$ cat src/inc/dsp_map_params.svh
// Constants for the processor memory map decoder
`ifndef DSP_MAP_PARAMS_SVH
`define DSP_MAP_PARAMS_SVH
`define REG_CONFIG        12'h000
`define REG_PAGE          12'h004
`define REG_STATUS        12'h008
`define CFG_ENABLE_BIT    0
`define CFG_MAP_SRAM_BIT  1
`define CFG_ENABLE_RESET  1'b1
`define CFG_MAP_RESET     1'b0
`define PAGE_FLASH_LSB    0
`define PAGE_FLASH_MSB    2
`define PAGE_SRAM_BIT     8
`define FLASH_PAGE_RESET  3'h0
`define SRAM_PAGE_RESET   1'b0
`define STAT_CONFLICT_BIT 0
`define STAT_BUS_EN_BIT   1
`define STAT_ENABLE_BIT   2
`define STAT_MAP_BIT      3
`define STAT_TARGET_LSB   4
`define STAT_TARGET_MSB   9
`define ADDR_TOP_BIT      15
`define ADDR_SUPPORT_BIT  14
`define UART_IDX_MSB      2
`define UART_CHAR_BITS    9
`define UART_FRAME_BITS   4'hB
`define UART_BAUD         19200
`define CLK_HZ            250000000
`endif

$ cat src/inc/dsp_map_pkg.sv
// Types shared by the memory map decoder
package dsp_map_pkg;
    typedef enum logic [5:0] {
        T_NONE    = 6'h01,
        T_FLASH   = 6'h02,
        T_SRAM    = 6'h04,
        T_UART    = 6'h08,
        T_SUPPORT = 6'h10,
        T_SELF    = 6'h20
    } target_type;
endpackage : dsp_map_pkg

$ cat src/logic/memory_map_decoder.sv
// Processor bus decoder with paging and interrupt routing
`timescale 1ns/10ps
`include "dsp_map_params.svh"

// Operation
// - SRAM select: high-active high, low-active low
// - Both byte chips selected together per word
// - Flash selected by driving its select low
// - Only one of flash, SRAM, UART attached
// - Software-writable registers change the mapping
// - Bus enable low disconnects the decoder
// - Support chip drives the bus enable input
// - Program: flash or SRAM; data: SRAM only
// - I/O: decoder, support chip, UART
// - No strobe selects no external device
// - Flash and SRAM never active together
// - Enable first, then write map selection
// - Paging registers swap 64K-word blocks
// - Decoding on 16-bit processor addresses
// - UART eight registers repeat every eight
// - UART select needs I/O strobe, A15 low
// - Four interrupt lines routed, NMI unused
// - UART interrupt forwarded to processor
// - 9-bit character framed at 19200 bps
// - Decoder determines which device is attached
module memory_map_decoder #(
    parameter int BAUD_DIV = `CLK_HZ / `UART_BAUD
) (
    // Clock and reset
    input  wire logic        MCLK,
    input  wire logic        SYS_RST,
    // APB slave
    input  wire logic        PSEL,
    input  wire logic        PENABLE,
    input  wire logic        PWRITE,
    input  wire logic [11:0] PADDR,
    input  wire logic [31:0] PWDATA,
    output logic      [31:0] PRDATA,
    output logic             PREADY,
    output logic             PSLVERR,
    // Processor bus
    input  wire logic [15:0] DSP_ADDR,
    input  wire logic        PROGRAM_SPACE_STROBE_N,
    input  wire logic        DATA_SPACE_STROBE_N,
    input  wire logic        IO_SPACE_STROBE_N,
    input  wire logic        BUS_ENABLE,
    // Device selects
    output logic             SRAM_SELECT_HIGH_ACTIVE,
    output logic             SRAM_SELECT_LOW_ACTIVE_N,
    output logic             FLASH_SELECT_N,
    output logic             UART_SELECT,
    output logic             SUPPORT_SELECT,
    output logic             DECODER_WINDOW_SELECT,
    output logic             BUS_CONNECTED,
    output logic      [2:0]  FLASH_PAGE,
    output logic             SRAM_PAGE,
    output logic      [2:0]  UART_REG_INDEX,
    // Interrupt sources
    input  wire logic        AUDIO_SAMPLE_TICK,
    input  wire logic        FAST_TICK,
    input  wire logic        KEYPAD_TICK,
    input  wire logic        UART_IRQ_OUT,
    // Processor interrupt lines
    output logic             AUDIO_SAMPLE_IRQ_N,
    output logic             FAST_TICK_IRQ_N,
    output logic             KEYPAD_TIMER_IRQ_N,
    output logic             SERIAL_PORT_IRQ_N,
    output logic             NMI_N,
    // Serial link timing
    output logic             UART_BIT_TICK,
    output logic             UART_FRAME_TICK
);

    localparam int FRAME_BITS = `UART_FRAME_BITS;

    dsp_map_pkg::target_type target;
    dsp_map_pkg::target_type next_target;

    logic        decoder_enable;
    logic        map_sram;
    logic [2:0]  flash_page;
    logic        sram_page;
    logic        strobe_conflict;
    logic        conflict_now;
    logic [1:0]  strobes_low;
    logic        apb_access;
    logic        apb_write;
    logic [31:0] next_rdata;
    logic        next_err;
    logic [13:0] baud_count;
    logic [3:0]  bit_count;

    assign apb_access = PSEL && PENABLE && !PREADY;
    assign apb_write  = apb_access && PWRITE;

    // Count of strobes pulled low
    assign strobes_low = 2'(!PROGRAM_SPACE_STROBE_N)
                       + 2'(!DATA_SPACE_STROBE_N)
                       + 2'(!IO_SPACE_STROBE_N);
    assign conflict_now = strobes_low > 2'h1;

    always_comb
    begin
        next_target = dsp_map_pkg::T_NONE;
        if (BUS_ENABLE && decoder_enable && strobes_low == 2'h1)
        begin
            if (!PROGRAM_SPACE_STROBE_N)
                next_target = map_sram ? dsp_map_pkg::T_SRAM
                                       : dsp_map_pkg::T_FLASH;
            else if (!DATA_SPACE_STROBE_N)
                next_target = dsp_map_pkg::T_SRAM;
            else if (!DSP_ADDR[`ADDR_TOP_BIT])
                next_target = dsp_map_pkg::T_UART;
            else if (DSP_ADDR[`ADDR_SUPPORT_BIT])
                next_target = dsp_map_pkg::T_SUPPORT;
            else
                next_target = dsp_map_pkg::T_SELF;
        end
    end

    always_ff @(posedge MCLK)
    begin
        if (SYS_RST)
            target <= dsp_map_pkg::T_NONE;
        else
            target <= next_target;
    end

    always_ff @(posedge MCLK)
    begin
        if (SYS_RST)
        begin
            SRAM_SELECT_HIGH_ACTIVE  <= 1'b0;
            SRAM_SELECT_LOW_ACTIVE_N <= 1'b1;
            FLASH_SELECT_N           <= 1'b1;
            UART_SELECT              <= 1'b0;
            SUPPORT_SELECT           <= 1'b0;
            DECODER_WINDOW_SELECT    <= 1'b0;
        end
        else
        begin
            SRAM_SELECT_HIGH_ACTIVE  <= next_target == dsp_map_pkg::T_SRAM;
            SRAM_SELECT_LOW_ACTIVE_N <= next_target != dsp_map_pkg::T_SRAM;
            FLASH_SELECT_N           <= next_target != dsp_map_pkg::T_FLASH;
            UART_SELECT              <= next_target == dsp_map_pkg::T_UART;
            SUPPORT_SELECT <= next_target == dsp_map_pkg::T_SUPPORT;
            DECODER_WINDOW_SELECT <= next_target == dsp_map_pkg::T_SELF;
        end
    end

    always_ff @(posedge MCLK)
    begin
        if (SYS_RST)
            BUS_CONNECTED <= 1'b0;
        else
            BUS_CONNECTED <= BUS_ENABLE && decoder_enable;
    end

    // register index aliases every eight words
    always_ff @(posedge MCLK)
    begin
        if (SYS_RST)
            UART_REG_INDEX <= 3'h0;
        else if (next_target == dsp_map_pkg::T_UART)
            UART_REG_INDEX <= DSP_ADDR[`UART_IDX_MSB:0];
    end

    always_ff @(posedge MCLK)
    begin
        if (SYS_RST)
        begin
            decoder_enable <= `CFG_ENABLE_RESET;
            map_sram       <= `CFG_MAP_RESET;
        end
        else if (apb_write && PADDR == `REG_CONFIG)
        begin
            decoder_enable <= PWDATA[`CFG_ENABLE_BIT];
            if (decoder_enable)
                map_sram <= PWDATA[`CFG_MAP_SRAM_BIT];
        end
    end

    always_ff @(posedge MCLK)
    begin
        if (SYS_RST)
        begin
            flash_page <= `FLASH_PAGE_RESET;
            sram_page  <= `SRAM_PAGE_RESET;
        end
        else if (apb_write && PADDR == `REG_PAGE)
        begin
            flash_page <= PWDATA[`PAGE_FLASH_MSB:`PAGE_FLASH_LSB];
            sram_page  <= PWDATA[`PAGE_SRAM_BIT];
        end
    end

    always_ff @(posedge MCLK)
    begin
        if (SYS_RST)
        begin
            FLASH_PAGE <= `FLASH_PAGE_RESET;
            SRAM_PAGE  <= `SRAM_PAGE_RESET;
        end
        else
        begin
            FLASH_PAGE <= flash_page;
            SRAM_PAGE  <= sram_page;
        end
    end

    // Sticky strobe clash, set wins over clear
    always_ff @(posedge MCLK)
    begin
        if (SYS_RST)
            strobe_conflict <= 1'b0;
        else if (conflict_now)
            strobe_conflict <= 1'b1;
        else if (apb_write && PADDR == `REG_STATUS
                 && PWDATA[`STAT_CONFLICT_BIT])
            strobe_conflict <= 1'b0;
    end

    // Read mux and unmapped answer
    always_comb
    begin
        next_rdata = 32'h0000_0000;
        next_err   = 1'b0;
        unique case (PADDR)
            `REG_CONFIG:
            begin
                next_rdata[`CFG_ENABLE_BIT]   = decoder_enable;
                next_rdata[`CFG_MAP_SRAM_BIT] = map_sram;
            end
            `REG_PAGE:
            begin
                next_rdata[`PAGE_FLASH_MSB:`PAGE_FLASH_LSB] = flash_page;
                next_rdata[`PAGE_SRAM_BIT] = sram_page;
            end
            `REG_STATUS:
            begin
                next_rdata[`STAT_CONFLICT_BIT] = strobe_conflict;
                next_rdata[`STAT_BUS_EN_BIT]   = BUS_ENABLE;
                next_rdata[`STAT_ENABLE_BIT]   = decoder_enable;
                next_rdata[`STAT_MAP_BIT]      = map_sram;
                next_rdata[`STAT_TARGET_MSB:`STAT_TARGET_LSB] = target;
            end
            default:
                next_err = 1'b1;
        endcase
    end

    // One wait state: ready in the second access cycle
    always_ff @(posedge MCLK)
    begin
        if (SYS_RST)
        begin
            PREADY  <= 1'b0;
            PSLVERR <= 1'b0;
            PRDATA  <= 32'h0000_0000;
        end
        else
        begin
            PREADY  <= apb_access;
            PSLVERR <= apb_access && next_err;
            if (apb_access && !PWRITE)
                PRDATA <= next_rdata;
        end
    end

    always_ff @(posedge MCLK)
    begin
        if (SYS_RST)
        begin
            AUDIO_SAMPLE_IRQ_N <= 1'b1;
            FAST_TICK_IRQ_N    <= 1'b1;
            KEYPAD_TIMER_IRQ_N <= 1'b1;
            SERIAL_PORT_IRQ_N  <= 1'b1;
            NMI_N              <= 1'b1;
        end
        else
        begin
            AUDIO_SAMPLE_IRQ_N <= !AUDIO_SAMPLE_TICK;
            FAST_TICK_IRQ_N    <= !FAST_TICK;
            KEYPAD_TIMER_IRQ_N <= !KEYPAD_TICK;
            SERIAL_PORT_IRQ_N  <= !UART_IRQ_OUT;
            NMI_N              <= 1'b1;
        end
    end

    // bit and frame enables for the serial link
    always_ff @(posedge MCLK)
    begin
        if (SYS_RST)
        begin
            baud_count    <= 14'h0000;
            bit_count     <= 4'h0;
            UART_BIT_TICK <= 1'b0;
            UART_FRAME_TICK <= 1'b0;
        end
        else
        begin
            UART_BIT_TICK   <= 1'b0;
            UART_FRAME_TICK <= 1'b0;
            if (baud_count == 14'(BAUD_DIV - 1))
            begin
                baud_count    <= 14'h0000;
                UART_BIT_TICK <= 1'b1;
                if (bit_count == 4'(FRAME_BITS - 1))
                begin
                    bit_count       <= 4'h0;
                    UART_FRAME_TICK <= 1'b1;
                end
                else
                    bit_count <= bit_count + 4'h1;
            end
            else
                baud_count <= baud_count + 14'h0001;
        end
    end
endmodule : memory_map_decoder

$ cat config.mk
export PLATFORM = sky130hd
export DESIGN_NAME = memory_map_decoder
export DESIGN_NICKNAME = d
export VERILOG_FILES = /design/src/inc/dsp_map_pkg.sv /design/src/logic/memory_map_decoder.sv
export VERILOG_INCLUDE_DIRS = /design/src /design/src/inc
export SDC_FILE = /design/constraint.sdc
export NUM_CORES = 1
export LEC_CHECK = 0
export ABC_AREA = 1
export BUFFER_PORTS_ARGS = -buffer_cell sky130_fd_sc_hd__buf_2
export CORE_MARGIN = 2
export CORE_UTILIZATION = 46
export CTS_CLUSTER_SIZE = 20
export DETAILED_ROUTE_END_ITERATION = 8
export GPL_TIMING_DRIVEN = 0
export PLACE_DENSITY = 0.8
export SLEW_MARGIN = 15
export SYNTH_ARGS = -nofsm -noshare
export SYNTH_HDL_FRONTEND = slang
export SYNTH_SLANG_ARGS = --single-unit
export TNS_END_PERCENT = 50
$ cat constraint.sdc
create_clock -name MCLK -period 1.8 [get_ports MCLK]
set_input_delay 0.18 -clock MCLK [delete_from_list [all_inputs] [get_ports MCLK]]
set_output_delay 0.18 -clock MCLK [all_outputs]
set_load 0.02 [all_outputs]
* Yosys cells after proc, flatten, opt, wreduce, memory -nomap -nowiden
Index checks and enable logic that the tools add are counted.
Operators by class: add/subtract/negate cells 4, multipliers 0, divide/modulo/power cells 0, order comparisons 1, equality and inequality tests 11, shifts and indexed selects 0, multiplexer cells 17, bitwise gates (word level) 1, reductions and logical operators 26
Operators with widths (count):
- $mux 6 | 5
- $add 14x1->14 const B | 1
- $eq 14x14->1 const B | 1
- $eq 12x3->1 const B | 1
- $eq 12x4->1 const B | 1
- $logic_not 12->1 | 1
- $logic_and 1x1->1 | 11
- $logic_not 1->1 | 9
- $eq 6x3->1 const B | 1
- $eq 6x4->1 const B | 1
- $eq 6x5->1 const B | 1
- $eq 6x6->1 const B | 1
- $mux 1 | 6
- $ne 6x2->1 const B | 1
- $ne 6x3->1 const B | 1
- $pmux 2 s3 | 1
- $mux 5 | 1
- $add 4x1->4 const B | 1
- $eq 4x4->1 const B | 1
- $mux 4 | 1
- $pmux 1 s2 | 2
- $reduce_or 2->1 | 2
- $mux 3 | 1
- $reduce_or 3->1 | 1
- other kinds (7) | 7
Word-level totals: flip-flop bits (word level) 63, latch bits 0, memory bits (writable) 0, ROM bits 0, output and inout port bits 55, word-level logic and storage cells 87, memories kept 0

* Depth between registers and ports, before layout
Gate-level depths: netlist of the first run.
word-level depth 7, gate-level depth with buffers 8

* Least setup slack after synthesis of the first run
No wires, ideal clock.
kind input -> register, start point in PROGRAM_SPACE_STROBE_N, end point reg UART_REG_INDEX[0], setup time 116 ps, arrival time 1340 ps, required time 1684 ps, path slack 345 ps, stages 7, cells stage by stage fa_1 nor2_1 nand3_1 nor3_1 inv_1 nor2_1 nor2_1
Between the ends: word-level cells in the longest chain between the ends 7, elaborated cells between the ends (all ways) 8, those cells by class add/sub: 2; eq/ne: 2; mux: 2; reduce/logical: 2
Ends and longest elaborated chain:
- from (decl) | RTL line memory_map_decoder.sv:43 | input wire logic PROGRAM_SPACE_STROBE_N,
- $logic_not 1->1
- $add 1x1->2 | RTL line memory_map_decoder.sv:98 | + 2'(!DATA_SPACE_STROBE_N)
- $add 2x1->2 | RTL line memory_map_decoder.sv:99 | + 2'(!IO_SPACE_STROBE_N);
- $eq 2x1->1 | RTL line memory_map_decoder.sv:105 | if (BUS_ENABLE && decoder_enable && strobes_low == 2'h1)
- $logic_and 1x1->1 | RTL line memory_map_decoder.sv:105
- $mux 6 (*) | RTL line memory_map_decoder.sv:105
- $eq 6x4->1 (*) | RTL line memory_map_decoder.sv:164 | else if (next_target == dsp_map_pkg::T_UART)
- to (signal assigned) | RTL line memory_map_decoder.sv:165 | UART_REG_INDEX <= DSP_ADDR[`UART_IDX_MSB:0];
- to (decl) | RTL line memory_map_decoder.sv:57 | output logic [2:0] UART_REG_INDEX,
Mark *: on every way between the ends. The rest lies on a longest branch, timed or not. A chain may end at the register's enable or synchronous reset.

* Worst setup path in the final report of the first run
start point in PROGRAM_SPACE_STROBE_N, end point reg UART_REG_INDEX[1]
Same word-level chain as after synthesis.

==> flow_summary.yaml, run 1 <==
global_route:
  grt_usage: 0.182
  grt_pass1_vias: 2138
  grt_pass1_wl_mm: 8.98
  grt_antenna_before_repair: 0
  grt_max_degree: 11
  grt-ovfl-total: 0
final_layout:
  antenna_cells: 0
  fillers: 499
  regArea_mm2: 0.00126
  synthToLayoutAreaGrowth_pct: 27.0
  fin_cells: 508
  fin_area_mm2: 0.00337
  drive_above_1_share: 0.289
  multi_input_area_mm2: 0.00107
  nets: 507
cts:
  h-tree-depth: 3
  cts-root-buf: "clkbuf_8"
  cts_buffer_depth: 2
  clock_sink_count: 63
  clk_pin_slew_worst_paths_ps: 70
  cts_buffers: 9
  cts_tree: "built"
  insertion_delay_ps: 330
critical_path:
  cp.depth: 8
  critical_path_class: "input pin to flip-flop"
  crit_path_end_kind: "flip-flop"
  cp_data_required_time_ps: 2020
  slowest_stage: "fa_1"
  cp.arrival_ps: 1750
  cpMostUsedCell: "nor2_1"
  crit_path_cell_trace: "buf_2 -> fa_1 -> nor2_1 -> nand3_1 -> nor3_1 -> inv_1 -> nor2_1 -> nor2_1"
  slowest_delay_ps: 470
  cp_num_buf_inv: 2
  cp-start-kind: "input pin"
  path_max_fanout: 5
  critPathTopFamily: "simple AND/OR/NAND/NOR gates"
  rr_worst_depth: 7
drt:
  vias_per_cell: 4.64
  drcViolationCount: 0
  postRouteAntennaNets: 0
  wl_per_cell_um: 11.0
  via_count: 2358
  first_pass_iters: 4
  drt_iter0_drc: 67
  drt_wl_total_mm: 5.56
logic_synthesis:
  synth_warnings: 0
  synth_commonest_cells: "63 x dfxtp_1, 49 x nor2_1, 40 x nand2_1"
  synthFlopType: "dfxtp_1"
  synthDistinctLibCells: 28
  ys_seq_area_frac: 0.475
  avgSynthCellArea_um2: 7.97
  synth_area_mm2: 0.00266
  synth_edf_count: 0
  yosysMostFrequentCell: "dfxtp_1"
  synth_area_leaders: "dfxtp_1 48%, nor2_1 6.9%, buf_4 6.8%, nand2_1 5.7%, inv_1 5.5%"
  synthArstFlopShare: 0
  yosys_register_bits: 63
  synth_top_cell_by_area: "dfxtp_1"
  yosysTopAreaCellShare: 0.475
  netlist_instances: 333
worst_hold_path:
  holdPathStages: 2
  worst_hold_path_type: "input pin to flip-flop"
placed_design:
  dp_cells: 490
  port_buffers: 64
  hpwl_mm: 4.17
  place_congestion: 0.850
  placed_cell_area_mm2: 0.00314
floorplanning:
  ios: 128
  coreArea_mm2: 0.00554
  die_x_um: 80.0
  die_y_um: 80.0
  dieArea_mm2: 0.00640
  start_util: 0.479
  fp-row-count: 27
sta:
  rsz0062_at_grt: "false"
  finalCritPeriodShare: 0.850
  finalClockSkew_ps: 4.84
  hold_viol: 0
  report.final.slew_viol_count: 0
  max_freq_mhz: 654
  fin_crit_ps: 1530
  setup-violations-final: 0
power_and_ir_drop:
  powerDensity_mw_per_mm2: 869
  p_leak_nw: 1.61
  ir_drop_uv: 864
flow_run:
  drv_cap: 0
run_status:
  outcome: "complete, no violations"
## placed cells by master, fill, tap and decap left out, types with 2 or more instances in the layout
| cell type | netlist | final |
|---|---|---|
| nor3_1 | 5 | 5 |
| nand4_1 | 5 | 5 |
| nand3_2 | 3 | 3 |
| xor2_1 | 5 | 5 |
| or2_2 | 2 | 2 |
| o21ai_0 | 27 | 27 |
| a21oi_1 | 18 | 18 |
| a21oi_2 | 2 | 2 |
| inv_1 | 39 | 39 |
| buf_2 | 2 | 66 |
| conb_1 | 2 | 23 |
| clkbuf_8 | 1 | 12 |
| nand2_1 | 40 | 40 |
| dlygate4sd3_1 | 0 | 3 |
| nor2_4 | 3 | 3 |
| dfxtp_1 | 63 | 63 |
| buf_6 | 4 | 4 |
| nand3_1 | 25 | 25 |
| nand2_2 | 2 | 2 |
| nor2_1 | 49 | 49 |
| nor2_2 | 3 | 3 |
| nor4_1 | 3 | 3 |
| buf_4 | 24 | 24 |
## per-stage QoR
| stage | TNS (ps) | hold WS, ps | setup WS [ps] | power, W | utilization |
|---|---|---|---|---|---|
| floorplan | 0 | 249 | 345 | 0.00165 | - |
| global placement | 0 | 345 | 1.10 | 0.00173 | 0.568 |
| detailed placement | -219 | 349 | -79.3 | 0.00173 | 0.568 |
| CTS | 0 | 3.04 | 278 | 0.00295 | 0.609 |
| global route | 0 | 9.84 | 112 | 0.00304 | 0.609 |
| finish | 0 | 10.9 | 271 | 0.00293 | 0.609 |
## what timing repair did
item	CTS	global route
buffers inserted	0	0
endpoints found under the hold margin	3	0
resized for setup	0	0
hold buffers	3	0
## metal layers
metal / up-vias / wire length (um) / part of all wire / global-route usage
met2: 85 / 2680 / 0.48 / 0.297
met5: - / 0 / 0 / 0
met1: 1041 / 2290 / 0.41 / 0.209
met4: 0 / 135 / 0.024 / 0.108
li1: 1214 / - / - / -
met3: 18 / 462 / 0.083 / 0.0543
## cells by family after synthesis
family / after synthesis / synth area share
XOR/XNOR: 6 / 0.0198
other: 2 / 0.00283
AND/OR/NAND/NOR: 141 / 0.246
buffers and inverters: 71 / 0.150
AO/OA/AOI/OAI: 48 / 0.0943
adder cells (fa/ha/maj): 2 / 0.0123
flip-flops: 63 / 0.475
## area by class of cell
class                           instances  share of cell area
Clock buffer                           12              0.0460
Clock inverter                          3              0.0126
Sequential cell                        63               0.374
Buffer                                 31              0.0738
Inverter                               40              0.0445
Multi-Input combinational cell        220               0.318
Tap cell                               72              0.0267
Timing Repair Buffer                   67               0.104
## state kept, by name, summed over array words and instances, names as in the netlist, 3 cells and up
name            flops
target              6
PRDATA             10
bit_count           4
UART_REG_INDEX      3
baud_count         14
flash_page          3
FLASH_PAGE          3
## final timing paths
| path | slack, ps | start | endpoint |
|---|---|---|---|
| max reg2reg | 340 | baud_count[0] | baud_count[9] |
| min | 10 | UART_IRQ_OUT | SERIAL_PORT_IRQ_N |
| min reg2reg | 450 | baud_count[0] | baud_count[0] |
| max | 270 | PROGRAM_SPACE_STROBE_N | UART_REG_INDEX[1] |
## power by group
group          internal [W]  switching (W)  total, W
Clock              0.000706       0.000514   0.00122
Sequential          0.00142      0.0000123   0.00144
Combinational      0.000111       0.000163  0.000275
Total               0.00224       0.000690   0.00293
Power figures use the tool's default switching activity.
==> inputs of run 2 (changes only) <==
==> constraint.sdc (replaced) <==
create_clock -name MCLK -period 1.55 [get_ports MCLK]
set_input_delay 0.155 -clock MCLK [delete_from_list [all_inputs] [get_ports MCLK]]
set_output_delay 0.155 -clock MCLK [all_outputs]
set_load 0.02 [all_outputs]
==> flow_summary.yaml, run 2 (synthesized netlist as in run 1, its figures left out) <==
run_status:
  outcome: "complete, no violations"
critical_path:
  critPathTopFamily: "simple AND/OR/NAND/NOR gates"
  crit_path_end_kind: "flip-flop"
  slowest_delay_ps: 340
  cp_num_buf_inv: 1
  crit_path_cell_trace: "ha_2 -> nand2_2 -> nor3_4 -> nand2_2 -> nand2_4 -> buf_6 -> nor2_1"
  critical_path_class: "flip-flop to flip-flop"
  slowest_stage: "dfxtp_2"
  cp_data_required_time_ps: 1780
  path_max_fanout: 10
  cpMostUsedCell: "nand2_2"
  cp.arrival_ps: 1690
  cp-start-kind: "flip-flop"
floorplanning:
  coreArea_mm2: 0.00554
  dieArea_mm2: 0.00640
  die_y_um: 80.0
  ios: 128
  die_x_um: 80.0
  fp-row-count: 27
  start_util: 0.479
final_layout:
  top_register: "baud_count"
  regArea_mm2: 0.00126
  largestRegisters: "baud_count (14), PRDATA (10), target (6)"
  most-common-layout-cells: "66 x buf_2, 61 x dfxtp_1, 48 x nor2_1, 39 x inv_1, 39 x nand2_1"
  fillers: 486
  final_common_cell: "buf_2"
  synthToLayoutAreaGrowth_pct: 29.5
  antenna_cells: 0
  largest_reg_flops: 14
  multi_input_area_mm2: 0.00110
  nets: 512
  fin_cells: 513
  drive_above_1_share: 0.308
drt:
  drcViolationCount: 0
  drt_iter0_drc: 72
  postRouteAntennaNets: 0
  drt_wl_total_mm: 5.80
  vias_per_cell: 4.66
  via_count: 2392
  first_pass_iters: 4
  wl_per_cell_um: 11.3
worst_hold_path:
  worst_hold_path_type: "input pin to flip-flop"
placed_design:
  place_congestion: 0.850
  port_buffers: 64
  place_ws_ps: -304
  dp_cells: 490
  hpwl_mm: 4.17
cts:
  cts-root-buf: "clkbuf_8"
  clock_sink_count: 63
  insertion_delay_ps: 340
  h-tree-depth: 3
  cts_buffer_depth: 2
  clk_pin_slew_worst_paths_ps: 70
  cts_buffers: 9
  cts_tree: "built"
sta:
  finalCritPeriodShare: 0.942
  hold_viol: 0
  finalClockSkew_ps: 5.60
  fin_crit_ps: 1460
  setup-violations-final: 0
  report.final.slew_viol_count: 0
  worst_slack_ps: 89.8
  max_freq_mhz: 685
global_route:
  grt_pass1_vias: 2145
  grt-ovfl-total: 0
  grt_max_degree: 11
  grt_pass1_wl_mm: 9.06
  grt_usage: 0.183
  grt_antenna_before_repair: 0
flow_run:
  drv_cap: 0
power_and_ir_drop:
  p_leak_nw: 1.64
  ir_drop_uv: 1010
  powerDensity_mw_per_mm2: 995
[run 2: path summary, 6_finish.rpt]
| path | from | to | slack, ps | cells after the start |
|---|---|---|---|---|
| setup / recovery | baud_count[0] | baud_count[9] | 90 | 7 |
| hold / removal | DSP_ADDR[14] | DECODER_WINDOW_SELECT | 20 | 2 |
| setup reg to reg | baud_count[0] | baud_count[9] | 90 | 7 |
| hold reg to reg | baud_count[0] | baud_count[0] | 420 | 1 |
[run 2: stage by stage]
stage	hold slack, ps	power (W)	utilization	setup TNS, ps	instance area (um^2)
floorplan	224	0.00192	-	0	2730
global placement	320	0.00201	0.568	-893	3140
detailed placement	324	0.00201	0.568	-1260	3140
CTS	12.1	0.00343	0.610	0	3380
global route	14.7	0.00355	0.621	-18.5	3440
finish	17.6	0.00342	0.621	0	3440
[run 2: what timing repair did]
| item | CTS | global route |
|---|---|---|
| hold buffers | 4 | 0 |
| setup buffers | 0 | 4 |
| hold endpoints to repair | 4 | 0 |
| endpoints found under the setup margin | 0 | 16 |
| gates resized for setup | 0 | 9 |
[run 2: layout make-up]
cell class / instances / share of cell area
plain buffers: 31 / 0.0724
clock buffers: 12 / 0.0451
repair buffers: 72 / 0.114
well taps: 72 / 0.0262
inverters: 40 / 0.0437
multi-input cells: 220 / 0.319
clock inverters: 3 / 0.0124
flip-flops and latches: 63 / 0.368
[run 2: per-layer routing]
layer | GRT usage | vias up | share of wire
li1 | - | 1226 | -
met1 | 0.213 | 1064 | 0.41
met4 | 0.108 | 0 | 0.027
met2 | 0.298 | 80 | 0.48
met5 | 0 | - | 0
met3 | 0.0543 | 22 | 0.078
[run 2: power breakdown]
part	switching (W)	total, W	internal, W	leakage [nW]
Combinational	0.000194	0.000331	0.000137	1.03
Sequential	0.0000144	0.00167	0.00165	0.512
Clock	0.000603	0.00142	0.000819	0.0985
==> inputs of run 3 (changes only) <==
--- a/config.mk
+++ b/config.mk
@@ -13,7 +13,7 @@
 export CTS_CLUSTER_SIZE = 20
 export DETAILED_ROUTE_END_ITERATION = 8
 export GPL_TIMING_DRIVEN = 0
-export PLACE_DENSITY = 0.8
+export PLACE_DENSITY = 0.83
 export SLEW_MARGIN = 15
 export SYNTH_ARGS = -nofsm -noshare
 export SYNTH_HDL_FRONTEND = slang
==> flow_summary.yaml, run 3 (synthesized netlist as in run 1, its figures left out) <==
critical_path:
  crit_path_cell_trace: "ha_1 -> nand2_1 -> nor3_4 -> nand2_2 -> nand2_4 -> buf_6 -> nor2_1"
  slowest_stage: "dfxtp_1"
  critical_path_class: "flip-flop to flip-flop"
  cp-start-kind: "flip-flop"
  crit_path_end_kind: "flip-flop"
  cp_data_required_time_ps: 1800
  path_max_fanout: 10
  slowest_delay_ps: 360
  cp.arrival_ps: 1680
  rr_worst_depth: 7
drt:
  drt_iter0_drc: 125
  via_count: 2398
  postRouteAntennaNets: 0
  drcViolationCount: 0
  top_layer_used: "met4"
  wl_per_cell_um: 11.5
  dr_wl_met3_um: 458
  drt_wl_total_mm: 5.89
  wl_met1_mm: 2.31
  vias_per_cell: 4.69
  wl_met2_mm: 3.01
  first_pass_iters: 5
cts:
  clock_sink_count: 63
  cts_setup_buffers: 0
  cts_buffer_depth: 2
  cts-root-buf: "clkbuf_8"
  cts_tree: "built"
  clk_pin_slew_worst_paths_ps: 70
  insertion_delay_ps: 350
  cts_buffers: 9
  h-tree-depth: 3
power_and_ir_drop:
  p_leak_nw: 1.62
  powerDensity_mw_per_mm2: 969
  ir_drop_uv: 787
  p_total_w: 0.00329
sta:
  fin_crit_ps: 1430
  fin_tns_setup_ps: 0
  finalCritPeriodShare: 0.924
  setup-violations-final: 0
  finalClockSkew_ps: 6.75
  hold_viol: 0
  max_freq_mhz: 698
  report.final.slew_viol_count: 0
final_layout:
  nets: 509
  top_register: "baud_count"
  largest_reg_flops: 14
  fin_cells: 511
  antenna_cells: 0
  most-common-layout-cells: "66 x buf_2, 63 x dfxtp_1, 48 x nor2_1, 40 x nand2_1, 39 x inv_1"
  final_common_cell: "buf_2"
  largestRegisters: "baud_count (14), PRDATA (10), target (6)"
  drive_above_1_share: 0.296
  synthToLayoutAreaGrowth_pct: 27.9
global_route:
  grt_antenna_before_repair: 0
  grt-ovfl-total: 0
  grt_max_degree: 13
  grt_pass1_vias: 2205
  grt_pass1_wl_mm: 9.65
  grt_usage: 0.196
floorplanning:
  die_x_um: 80.0
  coreArea_mm2: 0.00554
  ios: 128
  dieArea_mm2: 0.00640
  start_util: 0.479
  die_y_um: 80.0
  fp-row-count: 27
run_status:
  outcome: "complete, no violations"
placed_design:
  place_congestion: 0.850
  hpwl_mm: 4.28
  dp_cells: 490
  port_buffers: 64
flow_run:
  drv_cap: 0
worst_hold_path:
  holdPathStages: 3
  worst_hold_path_type: "input pin to flip-flop"
-- run 3: cell count changes in the layout (fill, tap and decap cells not counted), moves of 2 or more --
cell and change:
buf_4 -4, dfxtp_2 -2, dfxtp_1 +2, clkinv_4 +3
-- run 3: where the power goes --
part           switching [W]  leakage (nW)  internal [W]
Combinational       0.000196          1.02      0.000133
Sequential         0.0000146         0.511       0.00165
Clock               0.000669        0.0885      0.000627
-- run 3: critical path: cells and delay by family (launching register included) --
kind                       cells  cell delay, ps
DFF                            1             360
and+or+nand+nor                5             630
adders and majority gates      1             200
buffers and inverters          1             150
-- run 3: per-stage QoR --
stage	setup slack, ps	area (um^2)	hold WS [ps]	util
2_1_floorplan	120	2730	224	-
4_1_cts	57.6	3380	26.2	0.610
6_report	118	3400	29.7	0.613
3_3_place_gp	-213	3140	320	0.568
5_1_grt	-11.1	3400	40.1	0.613
3_5_place_dp	-261	3140	322	0.568
-- run 3: routing by layer --
| layer | vias to the layer above | track usage |
|---|---|---|
| met5 | - | 0 |
| met1 | 1089 | 0.219 |
| met3 | 10 | 0.0758 |
| met4 | 0 | 0.0695 |
| li1 | 1222 | - |
| met2 | 77 | 0.337 |
-- run 3: worst paths after layout --
check	startpoint	end	slack, ps
max reg2reg	baud_count[0]	baud_count[9]	120
max	baud_count[0]	baud_count[9]	120
min	DSP_ADDR[2]	UART_REG_INDEX[2]	30
min reg2reg	baud_count[0]	baud_count[0]	450
-- run 3: cell type report --
| type | instances | area [um^2] |
|---|---|---|
| fill | 501 | 2140 |
| sequential | 63 | 1260 |
| multi-input combinational | 220 | 1090 |
| timing repair buffer | 69 | 370 |
| buffer | 31 | 249 |
| inverter | 40 | 150 |
| clock buffer | 10 | 138 |
| tap | 72 | 90.1 |
| clock inverter | 6 | 46.3 |
-- run 3: timing repair --
action                                  in CTS  in global routing
endpoints found under the hold margin        6                  0
resized for setup                            0                  4
hold buffers                                 5                  0
endpoints found under the setup margin       0                 16
